===== src/spfs_pkg.sv =====
// package for the soft pin frequency scaling register group
package spfs_pkg;
    // ==========================================================
    // register indices (printed offsets, not multiples of four)
    localparam logic [11:0] SPFS_IDX_FREQ_SEL = 12'hc01;
    localparam logic [11:0] SPFS_IDX_SEC2_EN = 12'hc03;
    localparam logic [11:0] SPFS_IDX_REF_SCALE = 12'hc04;
    localparam logic [11:0] SPFS_IDX_OUT_SCALE = 12'hc05;
    localparam logic [11:0] SPFS_IDX_LOOP = 12'hc06;
    localparam logic [11:0] SPFS_IDX_START = 12'hc07;
    localparam logic [11:0] SPFS_IDX_SPRESET = 12'hc08;
    localparam logic [11:0] SPFS_IDX_STATUS = 12'hc10;
    localparam int SPFS_ADDR_W = 14;
    // ==========================================================
    // field positions and reset values
    localparam int SPFS_FLD_LO = 0;
    localparam int SPFS_FLD_HI = 2;
    localparam logic [7:0] SPFS_RST_BYTE = 8'h00;
    localparam logic [7:0] SPFS_MASK_EN = 8'h01;
    localparam logic [7:0] SPFS_MASK_SCALE = 8'h0f;
    localparam logic [7:0] SPFS_MASK_LOOP = 8'h1f;
    // ==========================================================
    // divide codes and timing
    localparam logic [1:0] SPFS_DIV1 = 2'b00;
    localparam logic [1:0] SPFS_DIV4 = 2'b01;
    localparam logic [1:0] SPFS_DIV8 = 2'b10;
    localparam logic [1:0] SPFS_DIV16 = 2'b11;
    localparam int SPFS_DL_NS = 200;
    localparam int SPFS_CLK_NS = 10;
    localparam int SPFS_DL_CYC = (SPFS_DL_NS + SPFS_CLK_NS - 1) / SPFS_CLK_NS;
    // applied configuration carried as one bundle
    typedef struct packed {
        logic [3:0] in_freq_sel;
        logic [4:0] ref0_div;
        logic [4:0] ref1_div;
        logic [4:0] ch0_div;
        logic [4:0] ch1_div;
        logic [4:0] loop_cfg;
    } spfs_cfg_t;
    typedef enum logic [1:0] {SPFS_IDLE, SPFS_LOAD, SPFS_DONE} spfs_state_t;
endpackage : spfs_pkg


===== src/spfs_code_div.sv =====
// decodes a two-bit divide code into its divide ratio
`timescale 1ns/10ps
module spfs_code_div (
    input wire logic [1:0] code,
    output logic [4:0] ratio
);
    import spfs_pkg::*;
    // 00/01/10/11 map to 1/4/8/16
    always_comb begin
        case (code)
            SPFS_DIV1: ratio = 5'd1;
            SPFS_DIV4: ratio = 5'd4;
            SPFS_DIV8: ratio = 5'd8;
            SPFS_DIV16: ratio = 5'd16;
            default: ratio = 5'd1;
        endcase
    end
endmodule : spfs_code_div


===== src/spfs_top.sv =====
// soft pin section two frequency scaling registers with apb access
// Function
// - enable low: section two settings ignored
// - enable high, select pin low: apply
// - second reference code bits 3:2 divide
// - first reference code bits 1:0 divide
// - channel one code bits 3:2 divide
// - channel zero code bits 1:0 divide
// - four-bit field picks base input frequency
// - settings apply only after start/reset trigger
// - start bit self-clears after download
`timescale 1ns/10ps
module spfs_top (
    input wire logic pclk,
    input wire logic presetn,
    input wire logic psel,
    input wire logic penable,
    input wire logic pwrite,
    input wire logic [spfs_pkg::SPFS_ADDR_W-1:0] paddr,
    input wire logic [31:0] pwdata,
    input wire logic hard_program_select_pin,
    output logic [31:0] prdata,
    output logic pready,
    output logic pslverr,
    output spfs_pkg::spfs_cfg_t cfg_applied,
    output logic download_busy
);
    import spfs_pkg::*;

    logic [7:0] freq_sel_r;
    logic [7:0] sec2_en_r;
    logic [7:0] ref_scale_r;
    logic [7:0] out_scale_r;
    logic [7:0] loop_r;
    logic start_r;
    logic spreset_r;
    spfs_state_t state_r;
    logic [7:0] cnt_r;
    logic [4:0] ratio [4];
    logic [1:0] codes [4];
    logic sec2_on;
    logic wr;
    logic [11:0] idx;
    logic idx_ok;
    logic [7:0] rd_byte;

    // ==========================================================
    // apb decode; one wait state so read data comes from a flop
    assign idx = paddr[13:2];
    // a misaligned write is refused like an unmapped one, triggers included
    assign wr = psel && penable && pready && pwrite && (paddr[1:0] == 2'b00);
    always_comb begin
        idx_ok = 1'b1;
        case (idx)
            SPFS_IDX_FREQ_SEL: rd_byte = freq_sel_r;
            SPFS_IDX_SEC2_EN: rd_byte = sec2_en_r;
            SPFS_IDX_REF_SCALE: rd_byte = ref_scale_r;
            SPFS_IDX_OUT_SCALE: rd_byte = out_scale_r;
            SPFS_IDX_LOOP: rd_byte = loop_r;
            SPFS_IDX_START: rd_byte = {7'h00, start_r};
            SPFS_IDX_SPRESET: rd_byte = {7'h00, spreset_r};
            SPFS_IDX_STATUS: rd_byte = {7'h00, download_busy};
            default: begin
                rd_byte = 8'h00;
                idx_ok = 1'b0;
            end
        endcase
    end

    // pready pulses in the access phase; data and error latch with it
    always_ff @(posedge pclk or negedge presetn) begin
        if (!presetn) begin
            pready <= 1'b0;
            prdata <= 32'h0000_0000;
            pslverr <= 1'b0;
        end else begin
            pready <= psel && penable && !pready;
            if (psel && penable && !pready) begin
                prdata <= {24'h000000, rd_byte};
                pslverr <= !idx_ok || (paddr[1:0] != 2'b00);
            end else begin
                pslverr <= 1'b0;
            end
        end
    end

    // ==========================================================
    // configuration registers; reserved bits are masked on write, except in freq_sel_r, which stores all eight bits
    always_ff @(posedge pclk or negedge presetn) begin
        if (!presetn) begin
            freq_sel_r <= SPFS_RST_BYTE;
            sec2_en_r <= SPFS_RST_BYTE;
            ref_scale_r <= SPFS_RST_BYTE;
            out_scale_r <= SPFS_RST_BYTE;
            loop_r <= SPFS_RST_BYTE;
        end else if (wr && paddr[1:0] == 2'b00) begin
            case (idx)
                SPFS_IDX_FREQ_SEL: freq_sel_r <= pwdata[7:0];
                SPFS_IDX_SEC2_EN: sec2_en_r <= pwdata[7:0] & SPFS_MASK_EN;
                SPFS_IDX_REF_SCALE: ref_scale_r <= pwdata[7:0] & SPFS_MASK_SCALE;
                SPFS_IDX_OUT_SCALE: out_scale_r <= pwdata[7:0] & SPFS_MASK_SCALE;
                SPFS_IDX_LOOP: loop_r <= pwdata[7:0] & SPFS_MASK_LOOP;
                default: ;
            endcase
        end
    end

    // ==========================================================
    // trigger bits: software sets, hardware clears at download end;
    // a set in the clearing cycle wins so no trigger is lost
    always_ff @(posedge pclk or negedge presetn) begin
        if (!presetn) begin
            start_r <= 1'b0;
            spreset_r <= 1'b0;
        end else begin
            if (wr && idx == SPFS_IDX_START && pwdata[0]) begin
                start_r <= 1'b1;
            end else if (state_r == SPFS_DONE) begin
                start_r <= 1'b0;
            end
            if (wr && idx == SPFS_IDX_SPRESET && pwdata[0]) begin
                spreset_r <= 1'b1;
            end else if (state_r == SPFS_DONE) begin
                spreset_r <= 1'b0;
            end
        end
    end

    // download sequencer models the ROM load time
    always_ff @(posedge pclk or negedge presetn) begin
        if (!presetn) begin
            state_r <= SPFS_IDLE;
            cnt_r <= 8'h00;
            download_busy <= 1'b0;
        end else begin
            case (state_r)
                SPFS_IDLE: begin
                    if (start_r || spreset_r) begin
                        state_r <= SPFS_LOAD;
                        cnt_r <= 8'(SPFS_DL_CYC - 1);
                        download_busy <= 1'b1;
                    end
                end
                SPFS_LOAD: begin
                    if (cnt_r == 8'h00) begin
                        state_r <= SPFS_DONE;
                    end else begin
                        cnt_r <= cnt_r - 8'h01;
                    end
                end
                SPFS_DONE: begin
                    state_r <= SPFS_IDLE;
                    download_busy <= 1'b0;
                end
                default: state_r <= SPFS_IDLE;
            endcase
        end
    end

    // ==========================================================
    // scale decoders, one per field
    assign sec2_on = sec2_en_r[0] && !hard_program_select_pin;
    assign codes[0] = ref_scale_r[SPFS_FLD_LO +: 2];
    assign codes[1] = ref_scale_r[SPFS_FLD_HI +: 2];
    assign codes[2] = out_scale_r[SPFS_FLD_LO +: 2];
    assign codes[3] = out_scale_r[SPFS_FLD_HI +: 2];
    for (genvar g = 0; g < 4; g++) begin : g_dec
        spfs_code_div u_dec (
            .code(sec2_on ? codes[g] : SPFS_DIV1),
            .ratio(ratio[g])
        );
    end

    // applied settings update only at the end of a download
    always_ff @(posedge pclk or negedge presetn) begin
        if (!presetn) begin
            cfg_applied <= '{4'h0, 5'd1, 5'd1, 5'd1, 5'd1, 5'd0};
        end else if (state_r == SPFS_DONE) begin
            cfg_applied.in_freq_sel <= freq_sel_r[3:0];
            cfg_applied.ref0_div <= ratio[0];
            cfg_applied.ref1_div <= ratio[1];
            cfg_applied.ch0_div <= ratio[2];
            cfg_applied.ch1_div <= ratio[3];
            cfg_applied.loop_cfg <= sec2_on ? loop_r[4:0] : 5'd0;
        end
    end

    // ==========================================================
    // checks
    property p_apply_at_done;
        @(posedge pclk) disable iff (!presetn)
        !(state_r == SPFS_DONE) |=> $stable(cfg_applied);
    endproperty
    a_apply_at_done: assert property (p_apply_at_done) else $error("config changed without download");

    property p_ignore_disabled;
        @(posedge pclk) disable iff (!presetn)
        (state_r == SPFS_DONE && !sec2_en_r[0]) |=>
            (cfg_applied.ref0_div == 5'd1 && cfg_applied.ref1_div == 5'd1 && cfg_applied.ch0_div == 5'd1 &&
            cfg_applied.ch1_div == 5'd1 && cfg_applied.loop_cfg == 5'd0);
    endproperty
    a_ignore_disabled: assert property (p_ignore_disabled) else $error("disabled section applied");

    property p_apply_enabled;
        @(posedge pclk) disable iff (!presetn)
        (state_r == SPFS_DONE && sec2_on && ref_scale_r[1:0] == 2'b11) |=> cfg_applied.ref0_div == 5'd16;
    endproperty
    a_apply_enabled: assert property (p_apply_enabled) else $error("first reference code not applied");

    property p_self_clear;
        @(posedge pclk) disable iff (!presetn)
        $rose(start_r) |-> ##[1:40] !start_r;
    endproperty
    a_self_clear: assert property (p_self_clear) else $error("start bit did not clear");

    property p_reserved_zero;
        @(posedge pclk) disable iff (!presetn)
        (ref_scale_r[7:4] == 4'h0) && (sec2_en_r[7:1] == 7'h00);
    endproperty
    a_reserved_zero: assert property (p_reserved_zero) else $error("reserved bits set");

    property p_out_reserved;
        @(posedge pclk) disable iff (!presetn)
        (out_scale_r[7:4] == 4'h0) && (loop_r[7:5] == 3'h0);
    endproperty
    a_out_reserved: assert property (p_out_reserved) else $error("reserved scale or loop bits set");
endmodule : spfs_top


===== config.mk =====
export PLATFORM = sky130hd
export DESIGN_NAME = spfs_top
export DESIGN_NICKNAME = d
export VERILOG_FILES = /design/src/spfs_pkg.sv /design/src/spfs_code_div.sv /design/src/spfs_top.sv
export SDC_FILE = /design/constraint.sdc
export NUM_CORES = 1
export LEC_CHECK = 0
export ABC_AREA = 1
export ABC_CLOCK_PERIOD_IN_PS = 3800
export BUFFER_PORTS_ARGS = -buffer_cell sky130_fd_sc_hd__buf_2
export CAP_MARGIN = 20
export CORE_MARGIN = 2
export CORE_UTILIZATION = 31
export DETAILED_ROUTE_END_ITERATION = 12
export RECOVER_POWER = 25
export SYNTH_ARGS = -nofsm -noshare
export SYNTH_HDL_FRONTEND = slang
export SYNTH_HIERARCHICAL = 1
export SYNTH_SLANG_ARGS = --single-unit

===== constraint.sdc =====
create_clock -name pclk -period 3.8 [get_ports pclk]
set_input_delay 0.19 -clock pclk [delete_from_list [all_inputs] [get_ports pclk]]
set_output_delay 0.19 -clock pclk [all_outputs]
set_load 0.02 [all_outputs]

==> results.sh, run 1 <==
export IMPL_outcome="finished, violations left"
export IMPL_violations_in_the_final_reports="max-capacitance violations, max-slew violations"
export IMPL_io_buffer_count=67
export IMPL_p_leak_nw=2.57
export IMPL_fp_coreArea_sq_um=12200
export IMPL_post_layout_total_power_mw=1.96
export IMPL_gp_routability_congestion=0.963
export IMPL_reg2regPathDepth=8
export IMPL_areaGrowthSynthToFinish_pct=19.7
export IMPL_cp_max_fo=11
export IMPL_number_of_enable_flip_flop_cells_after_synthesis=0
export IMPL_cts_max_path_buffers=2
export IMPL_grt_pass1_wl_mm=14.4
export IMPL_io_pins=116
export IMPL_die_h_microns=116
export IMPL_wirelength_mm=8.47
export IMPL_syn_avg_cell_area_sq_um=7.64
export IMPL_grt_met1_usage_pct=16.4
export IMPL_dr_pass1_iters=4
export IMPL_globalRouteTotalUtil_pct=13.8
export IMPL_fin_setup_tns_ns=0
export IMPL_fp_row_count=40
export IMPL_slew_headroom_pct=-17.4
export IMPL_final_period_minus_worst_setup_slack_ns=1.79
export IMPL_route_detailed_vias_per_inst=4.17
export IMPL_cts_repair_resize_count=0
export IMPL_worst_slew_pin_transition_ns=1.76
export IMPL_power_density_cell_area_nw_per_um2=421
export IMPL_final_net_count=629
export IMPL_min_period_over_period_pct=47.1
export IMPL_synth_seq_cells=74
export IMPL_synth_cell_types=31
export IMPL_critical_path_required_ns=4.01
export IMPL_chipWidth_microns=116
export IMPL_yosysTopAreaCellShare_pct=45.0
export IMPL_rsz_0062_raised_after_global_routing="false"
export IMPL_finalHoldViolCount=0
export IMPL_grt_antenna_before_repair=0
export IMPL_synth_top_flop_cell="sky130_fd_sc_hd__dfrtp_1"
export IMPL_post_synthesis_async_set_or_reset_flop_share_pct=100
export IMPL_clk_pin_slew_ns=0.05
export IMPL_criticalPathCategory="reg2reg"
export IMPL_clock_tree_htree_level_count=3
export IMPL_avgRoutedWirePerCell_microns=11.3
export IMPL_cp_data_arrival_time_ns=2.00
export IMPL_timing_clock_skew_ns=0.00438
export IMPL_cap_viol_max_count=1
export IMPL_max_freq_mhz=559
export IMPL_ys_top_cells_by_area="sky130_fd_sc_hd__dfrtp_1 (45%), sky130_fd_sc_hd__nand2_1 (17%), sky130_fd_sc_hd__nor2_1 (5.7%), sky130_fd_sc_hd__buf_4 (5.4%), sky130_fd_sc_hd__inv_1 (5.0%)"
export IMPL_synth_most_common_cell="sky130_fd_sc_hd__nand2_1"
export IMPL_clock_sink_count=74
export IMPL_gr_layer_usage_met3_pct=4.00
export IMPL_cts_tree="built"
export IMPL_worst_hold_path_type="in2reg"
export IMPL_post_synth_top_area_cell="sky130_fd_sc_hd__dfrtp_1"
export IMPL_cts_hold_buffers_added=0
export IMPL_startpoint_kind_of_the_worst_setup_timing_path="flop"
export IMPL_route_detailed_drc=0
export IMPL_post_syn_area_sq_um=3900
export IMPL_antenna_cells=0
export IMPL_clk_root_buffer_cell="sky130_fd_sc_hd__clkbuf_16"
export IMPL_drt_iter0_drc=128
export IMPL_maximum_number_of_pins_on_one_net_before_global_route_repair=75
export IMPL_final_fill_count=1270
export IMPL_synth_seq_area_share_pct=47.7
export IMPL_netlist_instances=510
export IMPL_ys_top_cells_by_count="sky130_fd_sc_hd__nand2_1 (180), sky130_fd_sc_hd__dfrtp_1 (70), sky130_fd_sc_hd__nor2_1 (59)"
export IMPL_numCtsBuffers=9
export IMPL_worstSkewPairLatency_ns=0.33
export IMPL_die_area_sq_um=13500
export IMPL_global_route_overflow_total=0
export IMPL_number_of_max_slew_violations_in_the_final_report=75
export IMPL_initial_cell_density_of_the_core_pct=32.0
export IMPL_post_drt_antenna_nets=0
export IMPL_ys_warnings_count=6
export IMPL_worst_setup_end_kind="flop"
export IMPL_share_of_cells_above_drive_strength_1_pct=19.8
export IMPL_max_ir_drop_vdd_mv=0.347
export IMPL_grt_use_met2_pct=24.3
export IMPL_hold_depth=3
export IMPL_grt_most_used_layer="met2"
export IMPL_place_detailed_hpwl_mm=6.39
export IMPL_timing_final_setup_violations=0
export IMPL_post_cts_repair_setup_buffers=0
export IMPL_grt_pass1_vias=3128
export IMPL_vias=3120
-- registers in the layout, summed over array words and instances, names as in the netlist, 2 cells and up --
signal / flops
loop_r: 5
cfg_applied: 29
ref_scale_r: 4
out_scale_r: 4
cnt_r: 8
freq_sel_r: 8
state_r: 2
prdata: 8
-- cell type report --
class	instances	area (sq um)	share of cell area (%)
inverters	55	206	4.43
clock buffers	12	267	5.71
flip-flops and latches	74	1860	39.8
multi-input cells	367	1660	35.6
clock inverters	4	120	2.58
repair buffers	68	343	7.35
well taps	168	210	4.51
-- final timing paths --
| check | to | slack, ns | start |
|---|---|---|---|
| setup reg to reg | cnt_r[4] | 2.01 | cnt_r[0] |
| min in group asynchronous | cnt_r[7] | 0.32 | presetn |
| hold / removal | freq_sel_r[5] | 0.1 | pwdata[5] |
| hold reg to reg | cnt_r[0] | 0.46 | cnt_r[0] |
| max in group asynchronous | cfg_applied[19] | 2.43 | presetn |
| setup / recovery | cnt_r[4] | 2.01 | cnt_r[0] |
-- placed cells by master (no fill, tap or decap) --
cell type and count:
sky130_fd_sc_hd__nand2_1 180, sky130_fd_sc_hd__dfrtp_1 70, sky130_fd_sc_hd__buf_2 66, sky130_fd_sc_hd__nor2_1 58
sky130_fd_sc_hd__inv_1 52, sky130_fd_sc_hd__nand3_1 30, sky130_fd_sc_hd__conb_1 28, sky130_fd_sc_hd__o21ai_0 21
sky130_fd_sc_hd__clkbuf_16 9, sky130_fd_sc_hd__o21ai_2 8, sky130_fd_sc_hd__nand4_1 7, sky130_fd_sc_hd__nor2_2 5
sky130_fd_sc_hd__nor2_4 5, sky130_fd_sc_hd__nor3_1 4, sky130_fd_sc_hd__o21ai_1 4, sky130_fd_sc_hd__dfstp_2 4
sky130_fd_sc_hd__bufinv_16 4, sky130_fd_sc_hd__a21oi_1 3, sky130_fd_sc_hd__xor2_1 3, sky130_fd_sc_hd__clkbuf_8 3
sky130_fd_sc_hd__inv_2 2, sky130_fd_sc_hd__nand3_2 2, sky130_fd_sc_hd__ha_1 2, sky130_fd_sc_hd__nand2_2 1
sky130_fd_sc_hd__nand2_4 1, sky130_fd_sc_hd__clkinv_1 1, sky130_fd_sc_hd__nor3_2 1, sky130_fd_sc_hd__o31ai_1 1
sky130_fd_sc_hd__a22oi_1 1, sky130_fd_sc_hd__nand3_4 1, sky130_fd_sc_hd__nand3b_4 1, sky130_fd_sc_hd__clkbuf_2 1
sky130_fd_sc_hd__buf_4 1
-- per-layer routing --
metal  vias to the layer above  share of wire [%]
li1                       1649                  -
met1                      1381                 45
met2                        80                 48
met3                        10                4.7
met4                         0                1.5
met5                         -                  0
-- power by group --
| group | internal, mW | total (mW) | switching [mW] |
|---|---|---|---|
| registers | 0.792 | 0.794 | 0.00173 |
| clock network | 0.761 | 1.08 | 0.314 |
| logic | 0.0198 | 0.0932 | 0.0734 |
| total | 1.57 | 1.96 | 0.389 |
-- metrics by stage --
step	hold WS, ns	std cells	setup slack [ns]	util, %	cell area [sq um]
floorplan	-0.106	533	2.45	-	3980
global placement	0.375	732	2.08	35.2	4280
detailed placement	0.391	732	2.02	35.2	4280
CTS	0.0319	748	2.01	38.4	4670
global route	0.101	748	1.81	38.4	4660
finish	0.0955	748	2.01	38.4	4660
-- kinds of logic (layout without fill, tap and decap cells) --
family | after synthesis | count (layout) | synth area share [%]
compound gates | 38 | 38 | 5.78
xor+xnor | 3 | 3 | 0.674
simple gates | 296 | 296 | 32.8
buf+inv | 92 | 139 | 12.0
fa+ha+maj | 2 | 2 | 0.642
flops | 74 | 74 | 47.7
other cells | 5 | 28 | 0.482
-- critical path, cell delays in order, from the launching register on --
cell and delay [ns]:
sky130_fd_sc_hd__dfrtp_1 0.35, sky130_fd_sc_hd__inv_1 0.08, sky130_fd_sc_hd__ha_1 0.20, sky130_fd_sc_hd__nand3_1 0.10, sky130_fd_sc_hd__nor2_1 0.07, sky130_fd_sc_hd__o21ai_1 0.55
sky130_fd_sc_hd__nand3_1 0.16, sky130_fd_sc_hd__nand2_1 0.10, sky130_fd_sc_hd__nand3_1 0.06
Power figures use the tool's default switching activity.
==> inputs of run 2 (changes only) <==
- ABC_AREA: 1 -> 0
- ABC_CLOCK_PERIOD_IN_PS: 3800 -> 1700
- clock period: 3.8 -> 1.7 ns (I/O delays scaled with it)
==> run 2 against run 1 <==
Cell count shrank 19%; highest routed layer unchanged; critical endpoint is now cnt_r[3]; critical path depth fell by 2; power rose by 110%; synthesized cell count is 30% lower; worst hold slack lost 0.071 ns; clock skew up 0.0022 ns; the run ends with negative setup slack left; first-iteration DRC count decreased by 21%; sequential share of layout area shrank 0.63 points; largest power group unchanged; die area fell by 7.1%; largest cell class unchanged; setup slack worse by 2.2 ns; fmax is 4.3% lower.
==> results.sh, run 2 <==
export IMPL_outcome="finished, violations left"
export IMPL_violations_in_the_final_reports="negative setup slack"
export IMPL_mostFrequentLayoutCell="sky130_fd_sc_hd__nand2_1"
export IMPL_cts_tree="built"
export IMPL_global_route_overflow_total=0
export IMPL_regToRegStartpoint="cnt_r[0]"
export IMPL_grt_antenna_before_repair=0
export IMPL_fin_setup_tns_ns=-1.73
export IMPL_worst_slew_pin_transition_ns=1.10
export IMPL_number_of_max_slew_violations_in_the_final_report=0
export IMPL_min_from="pwdata[4]"
export IMPL_post_syn_area_sq_um=3610
export IMPL_number_of_enable_flip_flop_cells_after_synthesis=0
export IMPL_p_seq_share_pct=43.8
export IMPL_gp_routability_congestion=0.834
export IMPL_fp_coreArea_sq_um=11400
export IMPL_max_freq_mhz=535
export IMPL_most_frequent_cells_in_the_layout="sky130_fd_sc_hd__nand2_1 (88), sky130_fd_sc_hd__dfrtp_1 (70), sky130_fd_sc_hd__buf_2 (66)"
export IMPL_yosysTopAreaCellShare_pct=48.5
export IMPL_final_net_count=515
export IMPL_cp_slowest_cell="sky130_fd_sc_hd__or4b_4"
export IMPL_areaGrowthSynthToFinish_pct=31.3
export IMPL_worst_setup_end_kind="flop"
export IMPL_clock_power_share_pct=50.6
export IMPL_numCtsBuffers=9
export IMPL_synth_cell_types=50
export IMPL_timing_critical_path_buf_inv=1
export IMPL_final_period_minus_worst_setup_slack_ns=1.87
export IMPL_route_detailed_drc=0
export IMPL_ys_top_cells_by_count="sky130_fd_sc_hd__nand2_1 (88), sky130_fd_sc_hd__dfrtp_1 (70), sky130_fd_sc_hd__buf_4 (28)"
export IMPL_power_share_switching_pct=21.0
export IMPL_ys_top_cells_by_area="sky130_fd_sc_hd__dfrtp_1 (49%), sky130_fd_sc_hd__nand2_1 (9.2%), sky130_fd_sc_hd__mux2_2 (6.6%), sky130_fd_sc_hd__buf_4 (5.8%), sky130_fd_sc_hd__dfstp_2 (2.9%)"
export IMPL_cap_viol_max_count=0
export IMPL_antenna_cells=0
export IMPL_cpLargestDelayFamily="simple AND/OR/NAND/NOR gates"
export IMPL_post_synthesis_async_set_or_reset_flop_share_pct=100
export IMPL_place_detailed_hpwl_mm=6.01
export IMPL_synth_top_flop_cell="sky130_fd_sc_hd__dfrtp_1"
export IMPL_critical_path_required_ns=1.96
export IMPL_grt_pass1_wl_mm=13.8
export IMPL_finalHoldViolCount=0
export IMPL_timing_clock_skew_ns=0.00660
export IMPL_net_load_switching_power_uw=851
export IMPL_avgRoutedWirePerCell_microns=13.9
export IMPL_synth_most_common_cell="sky130_fd_sc_hd__nand2_1"
export IMPL_slew_headroom_pct=26.9
export IMPL_synth_seq_area_share_pct=51.4
export IMPL_globalRouteTotalUtil_pct=13.8
export IMPL_final_critical_path_setup_slack_ns=-0.171
export IMPL_rsz_0062_raised_after_global_routing="true"
export IMPL_drt_iter0_drc=101
export IMPL_criticalPathCategory="reg2reg"
export IMPL_die_area_sq_um=12500
export IMPL_dr_pass1_iters=6
export IMPL_critical_path_cell_chain="inv_2, ha_1, or4b_4, o41a_1, nand3b_1, mux2i_1"
export IMPL_startpoint_kind_of_the_worst_setup_timing_path="flop"
export IMPL_fp_row_count=39
export IMPL_timing_final_setup_violations=21
export IMPL_clk_pin_slew_ns=0.06
export IMPL_power_density_cell_area_nw_per_um2=855
export IMPL_largest_register_ff_count=29
export IMPL_cts_max_path_buffers=2
export IMPL_netlist_instances=356
export IMPL_worst_hold_path_type="in2reg"
export IMPL_min_period_over_period_pct=110
export IMPL_cp_data_arrival_time_ns=2.13
export IMPL_grt_pass1_vias=2744
export IMPL_io_pins=116
export IMPL_maximum_number_of_pins_on_one_net_before_global_route_repair=43
export IMPL_wirelength_mm=8.47
export IMPL_p_leak_nw=2.49
export IMPL_holdWs_ns=0.0249
export IMPL_io_buffer_count=67
export IMPL_worst_setup_path_startpoint="cnt_r[0]"
export IMPL_vias=2739
export IMPL_share_of_cells_above_drive_strength_1_pct=36.8
export IMPL_die_h_microns=112
export IMPL_initial_cell_density_of_the_core_pct=31.7
export IMPL_clock_tree_htree_level_count=3
export IMPL_clock_sink_count=74
export IMPL_synth_seq_cells=74
export IMPL_max_ir_drop_vdd_mv=0.539
export IMPL_register_with_the_most_flip_flops="cfg_applied"
export IMPL_cp_max_fo=6
export IMPL_chipWidth_microns=112
export IMPL_clk_root_buffer_cell="sky130_fd_sc_hd__clkbuf_16"
export IMPL_ys_warnings_count=6
export IMPL_post_synth_top_area_cell="sky130_fd_sc_hd__dfrtp_1"
export IMPL_syn_avg_cell_area_sq_um=10.1
export IMPL_pwr_share_comb_pct=5.7
export IMPL_p_int_mw=3.20
export IMPL_worstSkewPairLatency_ns=0.33
export IMPL_cp_slowest_stage_delay_ns=0.46
export IMPL_route_detailed_vias_per_inst=4.50
export IMPL_post_drt_antenna_nets=0
run 2: changes by cell type after synthesis, moves of 11 or more:
| cell | delta |
|---|---|
| sky130_fd_sc_hd__nand2_1 | -92 |
| sky130_fd_sc_hd__inv_1 | -48 |
| sky130_fd_sc_hd__nor2_1 | -43 |
| sky130_fd_sc_hd__nand3_1 | -27 |
| sky130_fd_sc_hd__mux2_2 | +21 |
| sky130_fd_sc_hd__o21ai_0 | -16 |
| sky130_fd_sc_hd__and2_1 | +11 |
| sky130_fd_sc_hd__nor2b_1 | +11 |
run 2: area by class of cell:
class | count | area, sq um
Clock buffer | 13 | 260
Sequential cell | 74 | 1860
Inverter | 4 | 15.0
Timing Repair Buffer | 110 | 697
Fill cell | 1126 | 6630
Clock inverter | 2 | 60.1
Tap cell | 143 | 179
Multi-Input combinational cell | 262 | 1670
run 2: worst paths after layout:
path | endpoint | slack, ns | depth (start not counted)
max | cnt_r[3] | -0.17 | 6
max in group asynchronous | prdata[2] | 0.46 | 3
max reg2reg | cnt_r[3] | -0.17 | 6
min reg2reg | cfg_applied[20] | 0.46 | 2
min | loop_r[4] | 0.02 | 2
min in group asynchronous | cnt_r[5] | 0.50 | 2
run 2: power by group through the flow:
stage | registers (mW) | clock network (mW) | logic (mW)
3_3_place_gp | 1.80 | 0 | 0.217
2_1_floorplan | 1.82 | 0 | 0.140
5_1_grt | 1.77 | 2.18 | 0.252
6_report | 1.77 | 2.05 | 0.229
3_5_place_dp | 1.80 | 0 | 0.221
4_1_cts | 1.77 | 2.09 | 0.230
run 2: repair_timing:
action	CTS	global route
endpoints found under the setup margin	15	27
endpoints found under the hold margin	40	0
pin swaps	4	6
setup buffers	8	3
resized for setup	8	13
hold buffers	4	0
run 2: metal layers:
metal  routed length, microns  track usage [%]
met1                     3950             17.9
met2                     4040             23.0
met3                      411             4.35
met4                       65             2.72
met5                        0                0
run 2: worst reg2reg max path, cell delays in order (launching register included):
cell and delay, ns:
sky130_fd_sc_hd__dfrtp_1 0.40, sky130_fd_sc_hd__inv_2 0.07, sky130_fd_sc_hd__ha_1 0.13, sky130_fd_sc_hd__or4b_4 0.46
sky130_fd_sc_hd__o41a_1 0.42, sky130_fd_sc_hd__nand3b_1 0.14, sky130_fd_sc_hd__mux2i_1 0.18
run 2: cells by family after synthesis:
family,after synthesis,synth area share [%]
DFF,74,51.4
other,5,0.520
AOI/OAI and AO/OA,32,6.86
muxes,28,8.84
adders and majority gates,2,0.693
and+or+nand+nor,168,23.3
xor gates and xnor gates,4,0.971
buffers and inverters,43,7.42
run 2: through the flow:
step                      util (%)  setup WS, ns  area (sq um)  power [mW]  std cells
after floorplan                  -        -0.177          3720        1.96        379
after global placement        37.0        -0.242          4210        2.02        578
after detailed placement      37.0        -0.287          4210        2.03        578
after CTS                     41.1        -0.120          4670        4.09        605
after global routing          41.7        -0.229          4740        4.21        608
final                         41.7        -0.171          4740        4.05        608
